### config.mk
export PLATFORM = sky130hd
export DESIGN_NAME = external_bus_strobe_sequencer
export DESIGN_NICKNAME = d
export VERILOG_FILES = /design/src/shared/ebus_seq_pkg.sv /design/src/rtl/external_bus_strobe_sequencer.sv /design/src/rtl/ebus_req_fifo.sv
export VERILOG_INCLUDE_DIRS = /design/src /design/src/shared
export SDC_FILE = /design/constraint.sdc
export NUM_CORES = 1
export LEC_CHECK = 0
export ABC_AREA = 0
export BUFFER_PORTS_ARGS = -buffer_cell sky130_fd_sc_hd__buf_4
export CAP_MARGIN = 5
export CORE_MARGIN = 2
export CORE_UTILIZATION = 50
export DETAILED_ROUTE_END_ITERATION = 10
export PLACE_DENSITY_LB_ADDON = 0.05
export SETUP_SLACK_MARGIN = 0.5
export SLEW_MARGIN = 20
export SYNTH_ARGS = -nofsm -noshare
export SYNTH_HDL_FRONTEND = slang
export SYNTH_SLANG_ARGS = --single-unit
### constraint.sdc
create_clock -name core_clk -period 9.8 [get_ports core_clk]
set_input_delay 0 -clock core_clk [delete_from_list [all_inputs] [get_ports core_clk]]
set_output_delay 0 -clock core_clk [all_outputs]
set_load 0.1 [all_outputs]
### src/shared/ebus_seq_params.svh
// Timing counts, widths and reset levels of the external bus sequencer
`ifndef EBUS_SEQ_PARAMS_SVH
`define EBUS_SEQ_PARAMS_SVH

`define EBUS_CNT_W 4
`define EBUS_ADDR_W 24
`define EBUS_DATA_W 16
`define EBUS_LANE_W 2
`define EBUS_FIFO_DEPTH 16
`define EBUS_STROBE_IDLE 1'b1
`define EBUS_SELECT_IDLE 1'b1
`define EBUS_LATCH_IDLE 1'b0
`define EBUS_CORE_CLK_PERIOD_NS 40
`define EBUS_READY_LEAD_CYCLES 3

`endif

### src/shared/ebus_seq_pkg.sv
// Types shared by the external bus sequencer
`default_nettype none
package ebus_seq_pkg;
  typedef enum logic [1:0] {
    ADDR_MODE_PLAIN,
    ADDR_MODE_MUX_BYTE_WIDE,
    ADDR_MODE_MUX_HALF_HALF
  } addr_mode_t;

  typedef enum logic [2:0] {
    ST_IDLE,
    ST_LATCH,
    ST_LATCH_HOLD,
    ST_SETUP,
    ST_STROBE,
    ST_HOLD
  } phase_t;
endpackage
`default_nettype wire

### src/rtl/external_bus_strobe_sequencer.sv
// External memory bus phase sequencer: latch, setup, strobe and hold phases
`default_nettype none
`include "ebus_seq_params.svh"

module external_bus_strobe_sequencer #(
  parameter int CNT_W = `EBUS_CNT_W,
  parameter int ADDR_W = `EBUS_ADDR_W,
  parameter int DATA_W = `EBUS_DATA_W,
  parameter int LANE_W = `EBUS_LANE_W,
  parameter int FIFO_DEPTH = `EBUS_FIFO_DEPTH
) (
  input wire logic core_clk,
  input wire logic rst_n,
  input wire logic reqValid,
  output logic reqReady,
  input wire logic reqWrite,
  input wire logic reqPageHit,
  input wire logic [ADDR_W-1:0] reqAddr,
  input wire logic [DATA_W-1:0] reqWriteData,
  input wire logic [LANE_W-1:0] reqByteLanes,
  output logic accessDone,
  output logic [DATA_W-1:0] readData,
  output logic busy,
  input wire ebus_seq_pkg::addr_mode_t addrMode,
  input wire logic pageModeEnable,
  input wire logic flashStrobeSelect,
  input wire logic readyWaitEnable,
  input wire logic [CNT_W-1:0] write_setup_cycles,
  input wire logic [CNT_W-1:0] write_strobe_cycles,
  input wire logic [CNT_W-1:0] write_hold_cycles,
  input wire logic half_write_strobe,
  input wire logic [CNT_W-1:0] read_setup_cycles,
  input wire logic [CNT_W-1:0] read_strobe_cycles,
  input wire logic [CNT_W-1:0] read_hold_cycles,
  input wire logic half_read_strobe,
  input wire logic [CNT_W-1:0] page_hit_strobe_cycles,
  input wire logic [CNT_W-1:0] latch_strobe_cycles,
  input wire logic [CNT_W-1:0] latch_hold_cycles,
  input wire logic half_latch_strobe,
  output logic write_strobe_out_n,
  output logic flash_write_strobe_out_n,
  output logic read_strobe_out_n,
  output logic flash_read_strobe_out_n,
  output logic latch_strobe_out,
  output logic [DATA_W-1:0] shared_addr_data_lines_out,
  output logic shared_addr_data_lines_oe,
  input wire logic [DATA_W-1:0] shared_addr_data_lines_in,
  output logic [ADDR_W-1:0] upper_addr_lines,
  output logic chip_select_out_n,
  output logic [LANE_W-1:0] byte_lane_out_n,
  input wire logic ready_wait_in,
  output logic strobeLeadHalfDelay,
  output logic latchTrailHalfEarly
);
  import ebus_seq_pkg::*;

  localparam int REQ_W = 2 + LANE_W + ADDR_W + DATA_W;

  logic [REQ_W-1:0] fifoIn, fifoOut;
  logic fifoValid, fifoPop;

  ebus_req_fifo #(.WIDTH(REQ_W), .DEPTH(FIFO_DEPTH)) reqFifo (
    .core_clk(core_clk),
    .rst_n(rst_n),
    .inValid(reqValid),
    .inReady(reqReady),
    .inData(fifoIn),
    .outValid(fifoValid),
    .outReady(fifoPop),
    .outData(fifoOut)
  );

  // Pin inputs pass two flops before any logic looks at them
  logic readyMeta_reg, readySync_reg;
  logic [DATA_W-1:0] dataMeta_reg, dataSync_reg;

  phase_t state_reg, state_next;
  logic [CNT_W-1:0] cnt_reg, cnt_next;
  logic isWrite_reg, isWrite_next, pageHit_reg, pageHit_next;
  logic [LANE_W-1:0] lanes_reg, lanes_next;
  logic [ADDR_W-1:0] addr_reg, addr_next;
  logic [DATA_W-1:0] wdata_reg, wdata_next;
  logic accessDone_reg, accessDone_next;
  logic [DATA_W-1:0] readData_reg, readData_next;
  logic wrStb_reg, wrStb_next, fwrStb_reg, fwrStb_next;
  logic rdStb_reg, rdStb_next, frdStb_reg, frdStb_next;
  logic latch_reg, latch_next;
  logic [DATA_W-1:0] shOut_reg, shOut_next;
  logic shOe_reg, shOe_next;
  logic [ADDR_W-1:0] upper_reg, upper_next;
  logic cs_reg, cs_next;
  logic [LANE_W-1:0] bl_reg, bl_next;
  logic busy_reg, busy_next;
  logic halfLead_reg, halfLead_next, halfTrail_reg, halfTrail_next;
  logic [CNT_W-1:0] setupCnt, strobeCnt, holdCnt;
  logic muxMode, strobeFirst;

  always_comb begin
    fifoIn = {reqWrite, reqPageHit, reqByteLanes, reqAddr, reqWriteData};
  end

  // Phase sequencing
  always_comb begin
    state_next = state_reg;
    cnt_next = cnt_reg;
    {isWrite_next, pageHit_next, lanes_next, addr_next, wdata_next} =
      {isWrite_reg, pageHit_reg, lanes_reg, addr_reg, wdata_reg};
    fifoPop = 1'b0;
    accessDone_next = 1'b0;
    readData_next = readData_reg;
    strobeFirst = 1'b0;
    if (state_reg == ST_IDLE && fifoValid) begin
      fifoPop = 1'b1;
      {isWrite_next, pageHit_next, lanes_next, addr_next, wdata_next} = fifoOut;
    end
    muxMode = addrMode != ADDR_MODE_PLAIN;
    setupCnt = isWrite_next ? write_setup_cycles : read_setup_cycles;
    holdCnt = isWrite_next ? write_hold_cycles : read_hold_cycles;
    strobeCnt = isWrite_next ? write_strobe_cycles : read_strobe_cycles;
    if (!isWrite_next && pageModeEnable && pageHit_next) begin
      strobeCnt = page_hit_strobe_cycles;
    end
    case (state_reg)
      ST_IDLE: begin
        if (fifoValid) begin
          if (muxMode) begin
            state_next = ST_LATCH;
            cnt_next = latch_strobe_cycles;
          end else if (setupCnt != '0) begin
            state_next = ST_SETUP;
            cnt_next = setupCnt - 1'b1;
          end else begin
            state_next = ST_STROBE;
            cnt_next = strobeCnt;
            strobeFirst = 1'b1;
          end
        end
      end
      ST_LATCH: begin
        if (cnt_reg != '0) begin
          cnt_next = cnt_reg - 1'b1;
        end else if (isWrite_reg && latch_hold_cycles != '0) begin
          state_next = ST_LATCH_HOLD;
          cnt_next = latch_hold_cycles - 1'b1;
        end else if (setupCnt != '0) begin
          state_next = ST_SETUP;
          cnt_next = setupCnt - 1'b1;
        end else begin
          state_next = ST_STROBE;
          cnt_next = strobeCnt;
          strobeFirst = 1'b1;
        end
      end
      ST_LATCH_HOLD, ST_SETUP: begin
        if (cnt_reg != '0) begin
          cnt_next = cnt_reg - 1'b1;
        end else if (state_reg == ST_LATCH_HOLD && setupCnt != '0) begin
          state_next = ST_SETUP;
          cnt_next = setupCnt - 1'b1;
        end else begin
          state_next = ST_STROBE;
          cnt_next = strobeCnt;
          strobeFirst = 1'b1;
        end
      end
      ST_STROBE: begin
        if (cnt_reg != '0) begin
          cnt_next = cnt_reg - 1'b1;
        end else if (!readyWaitEnable || readySync_reg) begin
          if (!isWrite_reg) begin
            readData_next = dataSync_reg;
          end
          if (holdCnt != '0) begin
            state_next = ST_HOLD;
            cnt_next = holdCnt - 1'b1;
          end else begin
            state_next = ST_IDLE;
            accessDone_next = 1'b1;
          end
        end
      end
      ST_HOLD: begin
        if (cnt_reg != '0) begin
          cnt_next = cnt_reg - 1'b1;
        end else begin
          state_next = ST_IDLE;
          accessDone_next = 1'b1;
        end
      end
      default: begin
        state_next = ST_IDLE;
      end
    endcase
  end

  // Pin levels follow the next phase so each pin leaves a flop
  always_comb begin
    wrStb_next = `EBUS_STROBE_IDLE;
    fwrStb_next = `EBUS_STROBE_IDLE;
    rdStb_next = `EBUS_STROBE_IDLE;
    frdStb_next = `EBUS_STROBE_IDLE;
    latch_next = `EBUS_LATCH_IDLE;
    cs_next = `EBUS_SELECT_IDLE;
    bl_next = '1;
    shOut_next = shOut_reg;
    shOe_next = 1'b0;
    upper_next = upper_reg;
    halfLead_next = 1'b0;
    halfTrail_next = 1'b0;
    busy_next = state_next != ST_IDLE;
    if (state_next != ST_IDLE) begin
      cs_next = !`EBUS_SELECT_IDLE;
      bl_next = ~lanes_next;
      upper_next = addr_next;
      shOe_next = isWrite_next;
      shOut_next = wdata_next;
    end
    case (state_next)
      ST_LATCH: begin
        latch_next = !`EBUS_LATCH_IDLE;
        shOe_next = 1'b1;
        shOut_next = addr_next[DATA_W-1:0];
        // Pad stage pulls the trailing edge in using the fast clock
        halfTrail_next = half_latch_strobe && cnt_next == '0;
      end
      ST_LATCH_HOLD: begin
        shOe_next = 1'b1;
        shOut_next = addr_next[DATA_W-1:0];
      end
      ST_SETUP: begin
        if (!isWrite_next && muxMode) begin
          shOe_next = 1'b1;
          shOut_next = addr_next[DATA_W-1:0];
        end
      end
      ST_STROBE: begin
        if (isWrite_next) begin
          wrStb_next = flashStrobeSelect ? `EBUS_STROBE_IDLE : !`EBUS_STROBE_IDLE;
          fwrStb_next = flashStrobeSelect ? !`EBUS_STROBE_IDLE : `EBUS_STROBE_IDLE;
          halfLead_next = half_write_strobe && strobeFirst;
        end else begin
          rdStb_next = flashStrobeSelect ? `EBUS_STROBE_IDLE : !`EBUS_STROBE_IDLE;
          frdStb_next = flashStrobeSelect ? !`EBUS_STROBE_IDLE : `EBUS_STROBE_IDLE;
          halfLead_next = half_read_strobe && strobeFirst;
        end
      end
      default: begin
        latch_next = `EBUS_LATCH_IDLE;
      end
    endcase
  end

  always_ff @(posedge core_clk) begin
    if (!rst_n) begin
      readyMeta_reg <= 1'b0;
      readySync_reg <= 1'b0;
      dataMeta_reg <= '0;
      dataSync_reg <= '0;
      state_reg <= ST_IDLE;
      cnt_reg <= '0;
      isWrite_reg <= 1'b0;
      pageHit_reg <= 1'b0;
      lanes_reg <= '0;
      addr_reg <= '0;
      wdata_reg <= '0;
      accessDone_reg <= 1'b0;
      readData_reg <= '0;
      wrStb_reg <= `EBUS_STROBE_IDLE;
      fwrStb_reg <= `EBUS_STROBE_IDLE;
      rdStb_reg <= `EBUS_STROBE_IDLE;
      frdStb_reg <= `EBUS_STROBE_IDLE;
      latch_reg <= `EBUS_LATCH_IDLE;
      shOut_reg <= '0;
      shOe_reg <= 1'b0;
      upper_reg <= '0;
      cs_reg <= `EBUS_SELECT_IDLE;
      bl_reg <= '1;
      busy_reg <= 1'b0;
      halfLead_reg <= 1'b0;
      halfTrail_reg <= 1'b0;
    end else begin
      readyMeta_reg <= ready_wait_in;
      readySync_reg <= readyMeta_reg;
      dataMeta_reg <= shared_addr_data_lines_in;
      dataSync_reg <= dataMeta_reg;
      state_reg <= state_next;
      cnt_reg <= cnt_next;
      isWrite_reg <= isWrite_next;
      pageHit_reg <= pageHit_next;
      lanes_reg <= lanes_next;
      addr_reg <= addr_next;
      wdata_reg <= wdata_next;
      accessDone_reg <= accessDone_next;
      readData_reg <= readData_next;
      wrStb_reg <= wrStb_next;
      fwrStb_reg <= fwrStb_next;
      rdStb_reg <= rdStb_next;
      frdStb_reg <= frdStb_next;
      latch_reg <= latch_next;
      shOut_reg <= shOut_next;
      shOe_reg <= shOe_next;
      upper_reg <= upper_next;
      cs_reg <= cs_next;
      bl_reg <= bl_next;
      busy_reg <= busy_next;
      halfLead_reg <= halfLead_next;
      halfTrail_reg <= halfTrail_next;
    end
  end

  assign accessDone = accessDone_reg;
  assign readData = readData_reg;
  assign busy = busy_reg;
  assign write_strobe_out_n = wrStb_reg;
  assign flash_write_strobe_out_n = fwrStb_reg;
  assign read_strobe_out_n = rdStb_reg;
  assign flash_read_strobe_out_n = frdStb_reg;
  assign latch_strobe_out = latch_reg;
  assign shared_addr_data_lines_out = shOut_reg;
  assign shared_addr_data_lines_oe = shOe_reg;
  assign upper_addr_lines = upper_reg;
  assign chip_select_out_n = cs_reg;
  assign byte_lane_out_n = bl_reg;
  assign strobeLeadHalfDelay = halfLead_reg;
  assign latchTrailHalfEarly = halfTrail_reg;
endmodule
`default_nettype wire

### src/rtl/ebus_req_fifo.sv
// Request FIFO with registered output stage
`default_nettype none
module ebus_req_fifo #(
  parameter int WIDTH = 8,
  parameter int DEPTH = 16
) (
  input wire logic core_clk,
  input wire logic rst_n,
  input wire logic inValid,
  output logic inReady,
  input wire logic [WIDTH-1:0] inData,
  output logic outValid,
  input wire logic outReady,
  output logic [WIDTH-1:0] outData
);
  localparam int AW = $clog2(DEPTH);

  logic [WIDTH-1:0] mem [DEPTH];
  logic [AW-1:0] wrPtr_reg, wrPtr_next, rdPtr_reg, rdPtr_next;
  logic [AW:0] count_reg, count_next;
  logic inReady_reg, inReady_next;
  logic outValid_reg, outValid_next;
  logic [WIDTH-1:0] outData_reg, outData_next;
  logic push, load;

  always_comb begin
    push = inValid && inReady_reg;
    load = (!outValid_reg || outReady) && (count_reg != '0);
    wrPtr_next = push ? wrPtr_reg + 1'b1 : wrPtr_reg;
    rdPtr_next = load ? rdPtr_reg + 1'b1 : rdPtr_reg;
    count_next = count_reg;
    if (push && !load) begin
      count_next = count_reg + 1'b1;
    end else if (load && !push) begin
      count_next = count_reg - 1'b1;
    end
    // Ready registered: no combinational path from the drain side
    inReady_next = count_next != (AW + 1)'(DEPTH);
    outValid_next = outValid_reg && !outReady;
    outData_next = outData_reg;
    if (load) begin
      outValid_next = 1'b1;
      outData_next = mem[rdPtr_reg];
    end
  end

  always_ff @(posedge core_clk) begin
    if (push) begin
      mem[wrPtr_reg] <= inData;
    end
    if (!rst_n) begin
      wrPtr_reg <= '0;
      rdPtr_reg <= '0;
      count_reg <= '0;
      inReady_reg <= 1'b0;
      outValid_reg <= 1'b0;
      outData_reg <= '0;
    end else begin
      wrPtr_reg <= wrPtr_next;
      rdPtr_reg <= rdPtr_next;
      count_reg <= count_next;
      inReady_reg <= inReady_next;
      outValid_reg <= outValid_next;
      outData_reg <= outData_next;
    end
  end

  assign inReady = inReady_reg;
  assign outValid = outValid_reg;
  assign outData = outData_reg;
endmodule
`default_nettype wire

* Yosys cells after proc, flatten, opt, wreduce, memory -nomap -nowiden
Memories as Yosys holds them, arrays and structs flattened. A register that Yosys moved wholly into a read port is not among the register bits.
Cells that the tools add are included.
** Word-level totals
- Register bits :: 169
- RAM bits :: 704
- Bits of input ports :: 108
- Output and inout bits :: 70
- Word-level logic and storage cells :: 158
- Memories kept :: 1
** Memory list
- reqFifo.mem :: words 16, bits a word 44, read ports 1, clocked after memory_dff 1, write ports 1, RTL line ebus_req_fifo.sv:18 : logic [WIDTH-1:0] mem [DEPTH];
** Cells by class
- Add/subtract/negate cells :: 8
- Equal/unequal tests :: 10
- Mux-type cells :: 63
- Bitwise logic cells :: 5
- Reduce and logical (&&, ||, !) cells :: 40
** Operators by type and width (number)
- 2-to-1 mux 4 bit :: 15
- 2-to-1 mux 16 bit :: 3
- 2-to-1 mux 3 bit :: 11
- case mux 16 bit (2 select lines) :: 1
- 2-to-1 mux 1 bit :: 24
- 2-to-1 mux 24 bit :: 1
- case mux 4 bit (5 select lines) :: 1
- nonzero test 4 bit :: 4
- subtractor 4 x 1 -> 4 bit (second input constant) :: 4
- case mux 3 bit (5 select lines) :: 1
- logical AND 1 bit :: 14
- == test 3 x 2 -> 1 bit (second input constant) :: 4
- 2-to-1 mux 5 bit :: 2
- == test 3 bit (second input constant) :: 3
- adder 4 x 1 -> 4 bit (second input constant) :: 2
- zero test 1 bit :: 7
- == test 3 x 1 -> 1 bit (second input constant) :: 2
- AND reduction 2 bit :: 3
- adder 5 x 1 -> 5 bit (second input constant) :: 1
- inequality test 5 bit (second input constant) :: 1
- nonzero test 5 bit :: 1
- subtractor 5 x 1 -> 5 bit (second input constant) :: 1
- zero test 4 bit :: 1
- NOT 1 bit :: 4
- other kinds (12) :: 15

* Depth between registers and ports, before layout
Gate-level depths: netlist of the first run.
- Depth after elaboration :: 13
- Mapped depth :: 17
- Mapped depth without buffers :: 13

* Cells and area by module
A second synthesis of the first run with hierarchy kept.
** Second synthesis, totals
- Cell total of the unflattened synthesis :: 1989
- Area, all modules :: 35312.6 sq um
** By module, submodules not included
- ebus_req_fifo :: times used 1, cells each 1285, area an instance 28705.0 sq um, sequential area each 22321.4 sq um
- external_bus_strobe_sequencer :: times used 1, cells each 704, area an instance 6607.6 sq um, sequential area each 3083.0 sq um

* Worst setup path after synthesis of the first run
No wires, ideal clock.
- Path type :: register to register
- Start point :: reg reqFifo.inReady_reg, in the netlist reqFifo.inReady
- End point :: mem reqFifo.mem[3][0] in the netlist's numbering (enable)
- Setup time :: 500 ps
- Arrival :: 4646 ps
- Required time :: 9300 ps
- Slack :: 4654 ps
- Cell stages (with the launch flop) :: 5
- Path buffers :: 1
- Clock period less this slack :: 5146 ps
- Cell sequence :: dfxtp_1 > and2_1 > clkbuf_1 > nand2_1 > nor3_1
** Between the ends
- Word-level cells in the longest chain between the ends :: 3
** Ends and longest elaborated chain
- start: declaration :: RTL line ebus_req_fifo.sv:21 : logic inReady_reg, inReady_next;
- start signal: assignment :: RTL line ebus_req_fifo.sv:62 : inReady_reg <= inReady_next;
- logical AND 1 bit :: RTL line ebus_req_fifo.sv:27 : push = inValid && inReady_reg;
- 2-to-1 mux 1 bit :: RTL line ebus_req_fifo.sv:48 : if (push) begin
- 2-to-1 mux 1 bit (implied by the code) :: RTL line ebus_req_fifo.sv:49 : mem[wrPtr_reg] <= inData;
- end: declaration :: RTL line ebus_req_fifo.sv:18
Every way passes these cells.

* Worst setup path in the final report of the first run
- Start point :: reg state_reg[0]
- End point :: reg shOut_reg[15], in the netlist shared_addr_data_lines_out[15]
** Between the ends
- Word-level cells in the longest chain between the ends :: 13
- Elaborated cells between the ends (all ways) :: 38
- Those cells by class :: eq/ne (8); mux (20); reduce/logical (10)
** Ends and longest elaborated chain
- start: declaration :: RTL line external_bus_strobe_sequencer.sv:77 : phase_t state_reg, state_next;
- start signal: assignment :: RTL line external_bus_strobe_sequencer.sv:286 : state_reg <= state_next;
- zero test 3 bit :: RTL line external_bus_strobe_sequencer.sv:112, external_bus_strobe_sequencer.sv:123
- logical AND 1 bit :: RTL line external_bus_strobe_sequencer.sv:112 : if (state_reg == ST_IDLE && fifoValid) begin
- 2-to-1 mux 1 bit :: RTL line external_bus_strobe_sequencer.sv:112
- 2-to-1 mux 4 bit (on tied branches) :: RTL line external_bus_strobe_sequencer.sv:118, external_bus_strobe_sequencer.sv:117
- nonzero test 4 bit (on tied branches)
- 2-to-1 mux 3 bit (tied with other cells) :: RTL line external_bus_strobe_sequencer.sv:173 : if (holdCnt != '0) begin
- 2-to-1 mux 3 bit (on tied branches) (2 in series)
- case mux 3 bit (5 select lines) :: RTL line external_bus_strobe_sequencer.sv:123 : case (state_reg)
- nonzero test 3 bit :: RTL line external_bus_strobe_sequencer.sv:211 : if (state_next != ST_IDLE) begin
- 2-to-1 mux 16 bit :: RTL line external_bus_strobe_sequencer.sv:211
- 2-to-1 mux 16 bit :: RTL line external_bus_strobe_sequencer.sv:231 : if (!isWrite_next && muxMode) begin
- case mux 16 bit (2 select lines) * :: RTL line external_bus_strobe_sequencer.sv:218 : case (state_next)
- end signal: assignment :: RTL line external_bus_strobe_sequencer.sv:300 : shOut_reg <= shOut_next;
- end: declaration :: RTL line external_bus_strobe_sequencer.sv:88 : logic [DATA_W-1:0] shOut_reg, shOut_next;
Mark *: on every way between the ends. The rest lies on a longest branch, timed or not.
A chain may end at the register's enable or synchronous reset.

==> out/results.txt, run 1 <==
In this run the critical register-to-register path is captured at shared_addr_data_lines_out[15]. The synthesized netlist devotes 0.421% of its cell area to adder and majority cells. Summed over all failing endpoints, the final setup total negative slack is 0 ns. The logs give 38000 µm² for the placed instance area and 3 for the number of levels the H-tree was split into. The congestion estimate from routability-driven global placement came to 0.829. The tools report the via count of the first global-routing pass as 19200.

The die extent in x was 271 µm; the count of final hold-check violations was 0. The floorplan step defined a core boundary enclosing 70300 µm². The number of enable-type register cells in the synthesized netlist works out to 704. Across the VDD grid, the largest voltage drop is 0.182 mV.

The filler cells instantiated in the layout total 5233. The pin slew with the least headroom to its limit is 1.04 ns. The tool flagged a number of max-cap violations equal to 0. The setup path with the least slack is of type flip-flop to flip-flop. Of the post-synthesis cell area, the part taken by muxes is 16.8%. The half-perimeter wire length after placement came out at 44.7 mm. The xor-xnor portion of the synthesized cell area works out to 0.418%.

Among all flip-flop cells after synthesis, the most frequent one is sky130_fd_sc_hd__edfxtp_1. The later pin in the worst-skew pair is clocked with a latency of 0.65 ns. The worst path in the final design needs a cycle of 5.44 ns, including I/O delays and setup. Max-slew violation count: 0. The cell chosen for the clock root was sky130_fd_sc_hd__clkbuf_16. The startpoint of the most critical setup path was state_reg[0]. After detailed routing, the average wire length per cell comes to 25.4 µm. The commonest non-fill, non-tap cell in the layout was sky130_fd_sc_hd__edfxtp_1. For this design the ratio of total power to cell area is 274 nW/µm².

The number of instances in the synthesized netlist was 1964; the total leakage power was 14.5 nW. Global routing used 32.4% of the available met1 tracks. The number of buffers inserted by port buffering works out to 177. The reg-to-reg critical path startpoint was state_reg[0]. Setup repair after global routing left no endpoint under its margin. The total overflow reported by the global router was 0. The flow ran to the end, and the final reports show no timing, DRC or antenna violations. Once detail routing completed, the nets flagged for antenna violations numbered 0. The setup slack of the worst register-to-register path came out at 4.36 ns.

Setup violations remaining at the end of the flow were counted as 0. The compound-cell area share of the yosys netlist was 3.62%; the met3 track demand over resource was 3.60%. Type of element launching the critical path: a flip-flop. The number of nets handed over by synthesis was 2084.

The cell row count is 97, and the delay of the slowest critical-path stage is 0.81 ns. Wires add up to 82.7 mm. The tools report the number of antenna violations at the first check in global routing as 1.

The clock arrives with 0.0208 ns of skew. The ratio of final minimum period to clock period works out to 55.5%. The area growth from synthesis to layout is 17.5%. After synthesis the netlist holds a flip-flop and latch count of 917.

The run gives 133 as the largest net degree at the start of global routing. No sink is reached through more buffers than the 3 on the longest clock path. The post-synthesis simple-gate area fraction came out at 5.94%. Measured against its own limit, the worst slew margin works out to 30.5%.

For this run, the post-layout net count is 2354. After synthesis, the share of flip-flops with an asynchronous set or reset is 0%. The run gives 1614 as the DRC violation total after the first TritonRoute iteration. Across every metal layer, demand over resource in global routing totals 22.8%. The starting density of the core came out at 50.7%. The data arrival time at the worst-slack endpoint is 5.97 ns.

The clock sink count was 917. The tools report the type of destination of the critical path as a flip-flop. The kind of path behind the tightest hold check is primary input to flip-flop. The peak fanout along the critical path came out at 83.

For the worst setup path, the data required time is 10.33 ns. The die covers 73400 µm². For the worst flop-to-flop path, the logic depth is 13. The number of antenna diodes in the final layout is 0. Global-route met2 utilization: 37.5%.

Of the synthesized area, sequential elements account for 71.3%. The global routing stage identified its most utilized layer as met2. During synthesis, Yosys emitted a total of 0 warnings.

The via density per instance was 5.71; the average instance area after synthesis was 18.1 µm². The top achievable clock speed was 184 MHz; the total CTS buffers was 95. Summing every instance area after synthesis gives 35600 µm². After routing the design area is 41900 µm². The first global-routing pass estimated 123 mm of wire. The count of different cell masters after synthesis was 71. The post-route netlist has 26.8% of its cells at a drive strength greater than 1.

The most critical setup path has its endpoint at shared_addr_data_lines_out[15]. Clock-pin slew was measured on the worst setup and hold paths at 0.06 ns. In the layout the commonest cells are sky130_fd_sc_hd__edfxtp_1, sky130_fd_sc_hd__mux4_2, sky130_fd_sc_hd__dfxtp_1, sky130_fd_sc_hd__buf_4, sky130_fd_sc_hd__nand2_1.

In the routed design, unresolved DRC markers number 0. In this run the count of I/O pins placed on the die edge is 178. For this run, the detailed router's first-pass iteration total came to 6. TritonCTS built the clock tree.

Cell type of the slowest stage on the worst timing path: sky130_fd_sc_hd__or4b_4. Final hold analysis gives a worst-case slack of 0.0547 ns. By area, the combinational part of the netlist is dominated by multiplexers. The register with the most flip-flops in the layout has 704 of them. The final route contains 18600 vias.

The chip height works out to 271 µm. Walking the worst path, the cells encountered are or4b_4 -> mux2i_4 -> mux2i_1 -> ha_1 -> nor4b_1 -> mux2_4 -> o32ai_1 -> o31ai_2 -> nand4b_1 -> buf_4 -> or2_0 -> o2bb2ai_1 -> a32o_1.
==> synthesized netlist by cell type, drive strengths merged (9+ instances only) <==
library cell / instances / area [µm²]
nand2: 179 / 672
and2: 49 / 307
o21ai: 13 / 68.8
nor2b: 65 / 407
buf: 46 / 246
nor3: 30 / 155
dfxtp: 213 / 4260
nand3: 12 / 60.1
o211a: 40 / 400
clkbuf: 67 / 251
mux4: 221 / 4980
a21boi: 50 / 375
ha: 12 / 150
a31oi: 9 / 56.3
xnor2: 11 / 96.3
a211oi: 9 / 82.6
mux2i: 71 / 723
inv: 15 / 56.3
nor2: 34 / 128
mux2: 20 / 274
edfxtp: 704 / 21100
==> worst max-delay path: cells and delay by family (launching register included) <==
family | cells | cell delay (ns)
AOI/OAI and AO/OA | 4 | 1.13
adders and majority gates | 1 | 0.32
buffers and inverters | 1 | 0.38
DFF | 1 | 0.64
muxes | 3 | 1.26
and+or+nand+nor | 4 | 1.55
==> what timing repair did <==
item                                   4_1_cts  5_1_grt
resized for setup                            0        0
buffers inserted                             0        0
endpoints found under the hold margin      790        0
hold buffers                                78        0
==> report_power, final <==
part	leakage, nW	internal (W)	switching, W
registers	8.09	0.00441	0.000221
logic	4.89	0.00140	0.00192
clock network	1.49	0.00204	0.00147
==> worst min-delay path by stage <==
stage	endpoint	startpoint	cells after the start	slack (ns)
floorplan	flash_read_strobe_out_n	flashStrobeSelect	1	0.07
global placement	dataMeta_reg[2]	shared_addr_data_lines_in[2]	2	0.21
detailed placement	dataMeta_reg[2]	shared_addr_data_lines_in[2]	2	0.21
CTS	cnt_reg[0]	latch_hold_cycles[0]	6	0.02
global route	cnt_reg[1]	addrMode[1]	5	0.08
finish	cnt_reg[3]	latch_strobe_cycles[3]	7	0.05
==> cells by family after synthesis <==
logic type                 count (synthesis)
DFF                                      917
buffers and inverters                    128
AOI/OAI and AO/OA                        160
and+or+nand+nor                          418
xor gates and xnor gates                  17
muxes                                    312
adders and majority gates                 12
==> layout make-up <==
cell class | instances | area (µm²) | share of cell area, %
well taps | 940 | 1180 | 2.81
inverters | 15 | 56.3 | 0.134
multi-input cells | 919 | 9810 | 23.4
repair buffers | 286 | 2360 | 5.64
flip-flops and latches | 917 | 25400 | 60.7
clock inverters | 56 | 465 | 1.11
clock buffers | 122 | 2600 | 6.22
==> routing by layer <==
layer	vias up	routed length, µm
met5	-	11
li1	8297	-
met4	2	1260
met2	461	40700
met1	9737	36600
met3	99	4120
==> per-stage QoR <==
stage,util [%],setup WS (ns),total power [W],cells
after floorplan,-,4.65,0.00724,1964
after global placement,54.1,4.47,0.00799,2999
after detailed placement,54.1,4.39,0.00804,2999
after CTS,59.6,4.35,0.0116,3255
after global routing,59.6,4.02,0.0120,3255
final,59.6,4.36,0.0115,3255
Power figures use the tool's default switching activity.
==> inputs of run 2 (changes only) <==
clock period = 4.85 ns   (was 9.8 ns; I/O delays follow)
==> out/results.txt, run 2 (same netlist as run 1, synthesis figures left out) <==
The overall routing resource usage is 22.8% (about the same). The number of I/O pins came out at 178 (unchanged). The tools report the total leakage power as 14.6 nW (was 14.5 nW).

The origin of the worst min-delay path was addrMode[1] (was latch_strobe_cycles[3]). The DRC violation count after routing is 0 (unchanged), and the reported max-cap violation count is 0 (unchanged). The area occupied by registers was 25400 µm² (about the same); the pin slew with the least headroom to its limit was 1.14 ns (was 1.04 ns). The maximum resistive drop on vdd was 0.338 mV (was 0.182 mV).

For the final estimated routing congestion in global placement, the log shows 0.872 (was 0.829). Die extent in x: 271 µm (unchanged). The tools report the cell chosen for the clock root as sky130_fd_sc_hd__clkbuf_16 (unchanged). The top achievable clock speed was 238 MHz (was 184 MHz). Setup repair after global routing left no endpoint under its margin. The chip height is 271 µm (unchanged). The power per cell area came out at 553 nW/µm² (was 274 nW/µm²). The setup slack of the worst register-to-register path was 0.65 ns (was 4.36 ns).

The logs give 3 (unchanged) for the worst-case clock buffer depth and 0.0170 ns (was 0.0208 ns) for the worst clock skew. The routed metal-1 wirelength came out at 36.9 mm (was 36.6 mm). Most frequent cells in the layout: sky130_fd_sc_hd__edfxtp_1, sky130_fd_sc_hd__buf_4, sky130_fd_sc_hd__mux4_2, sky130_fd_sc_hd__dfxtp_1, sky130_fd_sc_hd__nand2_1 (was sky130_fd_sc_hd__edfxtp_1, sky130_fd_sc_hd__mux4_2, sky130_fd_sc_hd__dfxtp_1, sky130_fd_sc_hd__buf_4, sky130_fd_sc_hd__nand2_1). The number of antenna violations at the first check in global routing was 3 (was 1). The area taken by multi-input logic gates was 9950 µm² (was 9810 µm²). The kind of path behind the tightest hold check was primary input to flip-flop (unchanged). The final cell area excluding filler cells was 42200 µm² (was 41900 µm²); the cell count of the worst reg-to-reg path was 14 (was 13). The average wire per cell in the routed design came out at 25.3 µm (was 25.4 µm). The via density per instance works out to 5.71 (about the same). For the worst-case hold slack, the log shows 0.0494 ns (was 0.0547 ns). The cell type of the slowest stage on the worst timing path was sky130_fd_sc_hd__or4b_4 (unchanged). The required time of the critical path is 5.36 ns (was 10.33 ns), and the ratio of final minimum period to clock period is 86.6% (was 55.5%). The detailed-router iteration count before antenna repair was 5 (was 6). The highest signal layer in the routed design is met5 (unchanged). The logs give 4.18 mm (was 4.12 mm) for the routed wire length on met3 and 23.7% (was 30.5%) for the relative slew slack. The logs give 3 (unchanged) for the number of levels the H-tree was split into and 4.71 ns (was 5.97 ns) for the data arrival time at the worst-slack endpoint.

The tools report the vias after detailed routing as 18700 (was 18600). The tools report the clock sink count as 917 (unchanged). Type of the setup path with the least slack: flip-flop to flip-flop (unchanged). Clock transition at the registers of the reported paths: 0.06 ns (about the same).

The cell total after placement is 3012 (was 2999), and the final period demand of the worst path is 4.20 ns (was 5.44 ns). The reg-to-reg endpoint is shared_addr_data_lines_out[6] (was shared_addr_data_lines_out[15]). The logs give 73400 µm² (unchanged) for the area of the die and 5222 (was 5233) for the count of fill cells added during filler insertion. For the first-pass GRT wire length, the log shows 124 mm (was 123 mm).

The count of final hold-check violations was 0 (unchanged); the flip-flop count of the largest register, all copies and words added was 704 (unchanged). The synthesis-to-finish area growth was 18.4% (was 17.5%); the via count of the first global-routing pass was 19400 (was 19200). The number of buffers inserted by port buffering came out at 177 (unchanged). For the count of placed standard cells in the final layout, fillers left out, the log shows 3282 (was 3255). Most used cell along the critical path: sky130_fd_sc_hd__mux2_4. For the placed instance area, the log shows 38200 µm² (was 38000 µm²).

The commonest non-fill, non-tap cell in the layout is sky130_fd_sc_hd__edfxtp_1 (unchanged). The tools report the area of the core as 70300 µm² (unchanged). TritonCTS built the clock tree.

The cell row count is 97 (unchanged). The tools report the reg-to-reg critical path startpoint as state_reg[1] (was state_reg[0]). Cell Chain, Critical Path: or4b_4 -> mux2_4 -> mux2_2 -> inv_1 -> ha_4 -> nor4b_1 -> mux2_4 -> o21ai_1 -> a221oi_2 -> o21ai_2 -> xnor2_2 -> o21a_4 -> buf_4 -> mux2_4 (was or4b_4 -> mux2i_4 -> mux2i_1 -> ha_1 -> nor4b_1 -> mux2_4 -> o32ai_1 -> o31ai_2 -> nand4b_1 -> buf_4 -> or2_0 -> o2bb2ai_1 -> a32o_1). The run finished with clean final reports.

The largest net degree at the start of global routing was 128 (was 133); the peak fanout along the critical path was 12 (was 83). The half-perimeter wire length after placement was 47.1 mm (was 44.7 mm). The run gives 0 (unchanged) as the max-slew violation count. The startpoint of the most critical setup path is state_reg[1] (was state_reg[0]). The tools report the wire length on met2 as 40.2 mm (was 40.7 mm).

The tools report the DRC violation total after the first TritonRoute iteration as 1648 (was 1614). Fraction of final layout cells sized beyond drive strength 1: 27.7% (was 26.8%). The tools report the total CTS buffers as 93 (was 95). The run gives 0 ns (unchanged) as the total negative slack for setup checks. The type of element launching the critical path was a flip-flop (unchanged). The count of nets left with antenna violations after detail routing is 0 (unchanged).

Type of destination of the critical path: a flip-flop (unchanged). For the clock latency of the later-clocked register in the worst-skew pair, the log shows 0.64 ns (was 0.65 ns). The end of the critical path was shared_addr_data_lines_out[6] (was shared_addr_data_lines_out[15]). The delay of the slowest critical-path stage was 0.62 ns (was 0.81 ns); the count of endpoints failing setup in the final report was 0 (unchanged).

The final routed wirelength across all metal layers is 82.9 mm (was 82.7 mm), and the total overflow reported by the global router is 0 (unchanged). The starting density of the core was 50.7% (unchanged). The tools report the final-stage net count as 2383 (was 2354).
==> run 2: worst min-delay path by stage <==
stage                                           end  slack, ns  cells after the start
final                     shared_addr_data_lines_oe       0.05                      4
after global routing      shared_addr_data_lines_oe       0.03                      4
after CTS                 shared_addr_data_lines_oe      0.001                      4
after detailed placement            dataMeta_reg[2]       0.21                      2
after global placement                readyMeta_reg       0.21                      2
after floorplan             flash_read_strobe_out_n       0.07                      1
==> run 2: per-stage QoR <==
step,total power (W),setup slack [ns],utilization [%]
after CTS,0.0235,0.540,59.9
after detailed placement,0.0163,0.333,54.3
after floorplan,0.0146,0.804,-
after global placement,0.0162,0.486,54.3
after global routing,0.0244,0.522,60.0
final,0.0233,0.652,60.0
==> run 2: repair_timing <==
| action | CTS | global route |
|---|---|---|
| pin swaps | 0 | 2 |
| setup buffers | 4 | 3 |
| endpoints found under the setup margin | 16 | 48 |
| resized for setup | 4 | 17 |
| hold buffers | 88 | 0 |
| gates cloned | 1 | 0 |
| endpoints found under the hold margin | 825 | 0 |
==> run 2: report_power, final <==
group	internal [W]	leakage (nW)	switching [W]
clock network	0.00394	1.42	0.00289
logic	0.00317	5.08	0.00409
registers	0.00892	8.09	0.000342
total	0.0160	14.6	0.00732
==> run 2: worst max-delay path, delay by kind of cell (launching register included) <==
kind,cells,cell delay (ns)
muxes,4,1.20
AOI/OAI and AO/OA,4,0.96
and+or+nand+nor,2,0.88
DFF,1,0.38
buffers and inverters,2,0.27
xor gates and xnor gates,1,0.19
adders and majority gates,1,0.18
==> run 2: routing by layer <==
| metal | vias to the layer above | track usage [%] |
|---|---|---|
| li1 | 8349 | - |
| met5 | - | 0 |
| met3 | 118 | 3.47 |
| met2 | 494 | 37.1 |
| met1 | 9773 | 32.5 |
| met4 | 2 | 5.50 |
==> run 2: area by class of cell <==
cell class / count / share of cell area (%)
antenna: 2 / 0.0119
clock buffer: 128 / 6.05
multi-input combinational: 919 / 23.6
tap: 940 / 2.79
sequential: 917 / 60.2
inverter: 15 / 0.133
timing repair buffer: 317 / 6.35
clock inverter: 44 / 0.848
==> inputs of run 3 (changes only) <==
HOLD_SLACK_MARGIN = 0.06   (was not set)
SKIP_LAST_GASP = 1   (was not set)
==> out/results.txt, run 3 (same netlist as run 1, synthesis figures left out) <==
The tools report the clock latency of the later-clocked register in the worst-skew pair as 0.63 ns (was 0.64 ns). Cell Chain, Critical Path: or4b_4 -> mux2_4 -> mux2_2 -> inv_1 -> ha_4 -> nor4bb_2 -> mux2_4 -> buf_4 -> nor2_2 -> nor3_1 -> dlygate4sd3_1 -> o21ai_0 -> nand4_1 -> nor4_1 -> and4_1 (was or4b_4 -> mux2_4 -> mux2_2 -> inv_1 -> ha_4 -> nor4b_1 -> mux2_4 -> o21ai_1 -> a221oi_2 -> o21ai_2 -> xnor2_2 -> o21a_4 -> buf_4 -> mux2_4). The tools report the count of nets left with antenna violations after detail routing as 0 (unchanged). The power per cell area was 553 nW/µm² (about the same).

The switching power as a share of total power is 31.3% (was 31.4%), and the final period demand of the worst path is 4.22 ns (was 4.20 ns). The pin slew with the least headroom to its limit is 1.16 ns (was 1.14 ns). The detailed-router iteration count before antenna repair came out at 5 (unchanged).

The count of placed standard cells in the final layout, fillers left out was 3286 (was 3282). For the final cell area excluding filler cells, the log shows 42200 µm² (about the same). The run gives 0 (unchanged) as the total overflow reported by the global router.

Half-perimeter wire length after placement: 47.1 mm (unchanged). The number of I/O pins was 178 (unchanged); the number of buffers inserted by port buffering was 177 (unchanged). The die extent in x is 271 µm (unchanged). For the least setup slack across all paths after layout, the log shows 0.631 ns (was 0.652 ns). The tools report the total CTS buffers as 93 (unchanged). Setup repair after global routing left no endpoint under its margin.

Most used cell along the critical path: sky130_fd_sc_hd__mux2_4 (unchanged). The count of endpoints failing setup in the final report is 0 (unchanged). The flip-flop count of the largest register, all copies and words added came out at 704 (unchanged). The run gives 0.333 ns (unchanged) as the setup slack at placement.

The type of element launching the critical path was a flip-flop (unchanged). The kind of cell adding the most delay to the critical path was simple AND/OR/NAND/NOR gates (was multiplexers). Cell chosen for the clock root: sky130_fd_sc_hd__clkbuf_16 (unchanged). For the count of final hold-check violations, the log shows 0 (unchanged). The DRC violation total after the first TritonRoute iteration was 1598 (was 1648). The part of the power in the clock network is 29.3% (about the same).

The ratio of final minimum period to clock period is 87.0% (was 86.6%). The first-pass GRT wire length is 124 mm (about the same). The cell type of the slowest stage on the worst timing path is sky130_fd_sc_hd__or4b_4 (unchanged). The average wire per cell in the routed design was 25.2 µm (was 25.3 µm). The area of the core was 70300 µm² (unchanged); the data arrival time at the worst-slack endpoint was 4.79 ns (was 4.71 ns). The relative contribution of combinational cells to total power came out at 31.1% (about the same). The tools report the relative slew slack as 22.8% (was 23.7%). Reported max-cap violation count: 0 (unchanged). The largest net degree at the start of global routing is 128 (unchanged).

Type of destination of the critical path: a flip-flop (unchanged). The overall routing resource usage was 22.8% (about the same); the fraction of final layout cells sized beyond drive strength 1 was 27.6% (was 27.7%). Synthesis-to-finish area growth: 18.4% (about the same). Number of antenna violations at the first check in global routing: 3 (unchanged). For the worst-case hold slack, the log shows 0.107 ns (was 0.0494 ns). The maximum resistive drop on vdd is 0.339 mV (was 0.338 mV). Count of fill cells added during filler insertion: 5227 (was 5222). The type of the setup path with the least slack was flip-flop to flip-flop (unchanged).

The area of the die was 73400 µm² (unchanged). The worst path buffer plus inverter count was 3 (was 2); the DRC violation count after routing was 0 (unchanged). Final-stage net count: 2387 (was 2383). The placed instance area is 38200 µm² (unchanged), and the final routed wirelength across all metal layers is 82.8 mm (was 82.9 mm). The net load switching power was 0.00731 W (was 0.00732 W); the cell total after placement was 3012 (unchanged).

The kind of path behind the tightest hold check was primary input to flip-flop (unchanged). The number of levels the H-tree was split into is 3 (unchanged). The worst-case clock buffer depth came out at 3 (unchanged). The tools report the vias after detailed routing as 18700 (about the same). TritonCTS built the clock tree.

The commonest non-fill, non-tap cell in the layout was sky130_fd_sc_hd__edfxtp_1 (unchanged). The logs give 237 MHz (was 238 MHz) for the top achievable clock speed and 14.6 nW (about the same) for the total leakage power. The clock sink count was 917 (unchanged).

Starting density of the core: 50.7% (unchanged). The delay of the slowest critical-path stage works out to 0.62 ns (about the same). The via density per instance is 5.69 (was 5.71), and the cell row count is 97 (unchanged). The logs give 0.872 (unchanged) for the final estimated routing congestion in global placement and 19400 (about the same) for the via count of the first global-routing pass.

Most frequent cells in the layout: sky130_fd_sc_hd__edfxtp_1, sky130_fd_sc_hd__buf_4, sky130_fd_sc_hd__mux4_2, sky130_fd_sc_hd__dfxtp_1, sky130_fd_sc_hd__nand2_1 (unchanged). The peak fanout along the critical path was 12 (unchanged). The internal power contribution came out at 0.0160 W (about the same). The worst clock skew is 0.0176 ns (was 0.0170 ns), and the total negative slack for setup checks is 0 ns (unchanged). The flow ran to the end, and the final reports show no timing, DRC or antenna violations.

Chip height: 271 µm (unchanged). The clock transition at the registers of the reported paths was 0.06 ns (about the same). The part of the power in registers was 39.7% (about the same); the max-slew violation count was 0 (unchanged). The area taken by multi-input logic gates is 9920 µm² (was 9950 µm²).

The run gives 25400 µm² (unchanged) as the area occupied by registers. For the required time of the critical path, the log shows 5.42 ns (was 5.36 ns).
==> run 3: changes by cell type in the layout (fill, tap and decap cells not counted), moves of 2 or more <==
cell / before / now
sky130_fd_sc_hd__dlygate4sd3_1: 88 / 92
sky130_fd_sc_hd__mux2i_1: 68 / 70
sky130_fd_sc_hd__mux2i_2: 2 / 0
sky130_fd_sc_hd__nor4bb_1: 0 / 2
==> run 3: power by group through the flow <==
stage / combinational (W) / clock (W) / sequential (W)
3_5_place_dp: 0.00688 / 0 / 0.00943
4_1_cts: 0.00729 / 0.00699 / 0.00926
3_3_place_gp: 0.00678 / 0 / 0.00941
5_1_grt: 0.00783 / 0.00728 / 0.00931
2_1_floorplan: 0.00473 / 0 / 0.00990
6_report: 0.00725 / 0.00683 / 0.00926
==> run 3: final timing paths <==
kind	start	slack, ns	depth (start not counted)	to
worst min-delay path	read_strobe_cycles[3]	0.11	6	cnt_reg[3]
worst max-delay path	state_reg[1]	0.63	15	latchTrailHalfEarly
worst min register to register	dataMeta_reg[3]	0.43	1	dataSync_reg[3]
worst max register to register	state_reg[1]	0.63	15	latchTrailHalfEarly
==> run 3: layout make-up <==
cell class	count	share of cell area [%]
diodes	2	0.0119
clock buffers	128	6.05
clock inverters	44	0.848
inverters	15	0.133
multi-input cells	919	23.5
flip-flops and latches	917	60.2
well taps	940	2.79
repair buffers	321	6.44
==> run 3: metal layers <==
layer  GRT usage, %  up-vias  wire length (µm)
li1               -     8351                 -
met1           32.5     9764             36700
met2           37.3      483             40400
met3           3.45      105              4140
met4           5.42        2              1490
met5              0        -                13
==> run 3: worst register-to-register path: cells and delay by family, from the launching register on <==
kind                       cells  cell delay (ns)
muxes                          3             0.89
AOI/OAI and AO/OA              1             0.18
and+or+nand+nor                7             1.71
DFF                            1             0.39
adders and majority gates      1             0.19
buffers and inverters          3             0.78
==> run 3: what timing repair did <==
item,in CTS,in global routing
hold buffers,92,0
cloned,1,0
hold endpoints to repair,840,0
setup buffers,4,3
gates resized for setup,4,13
endpoints found under the setup margin,16,48
pin swaps,0,1
==> run 3: through the flow <==
stage	total power, W	utilization (%)
2_1_floorplan	0.0146	-
3_3_place_gp	0.0162	54.3
3_5_place_dp	0.0163	54.3
4_1_cts	0.0235	59.9
5_1_grt	0.0244	60.1
6_report	0.0233	60.1
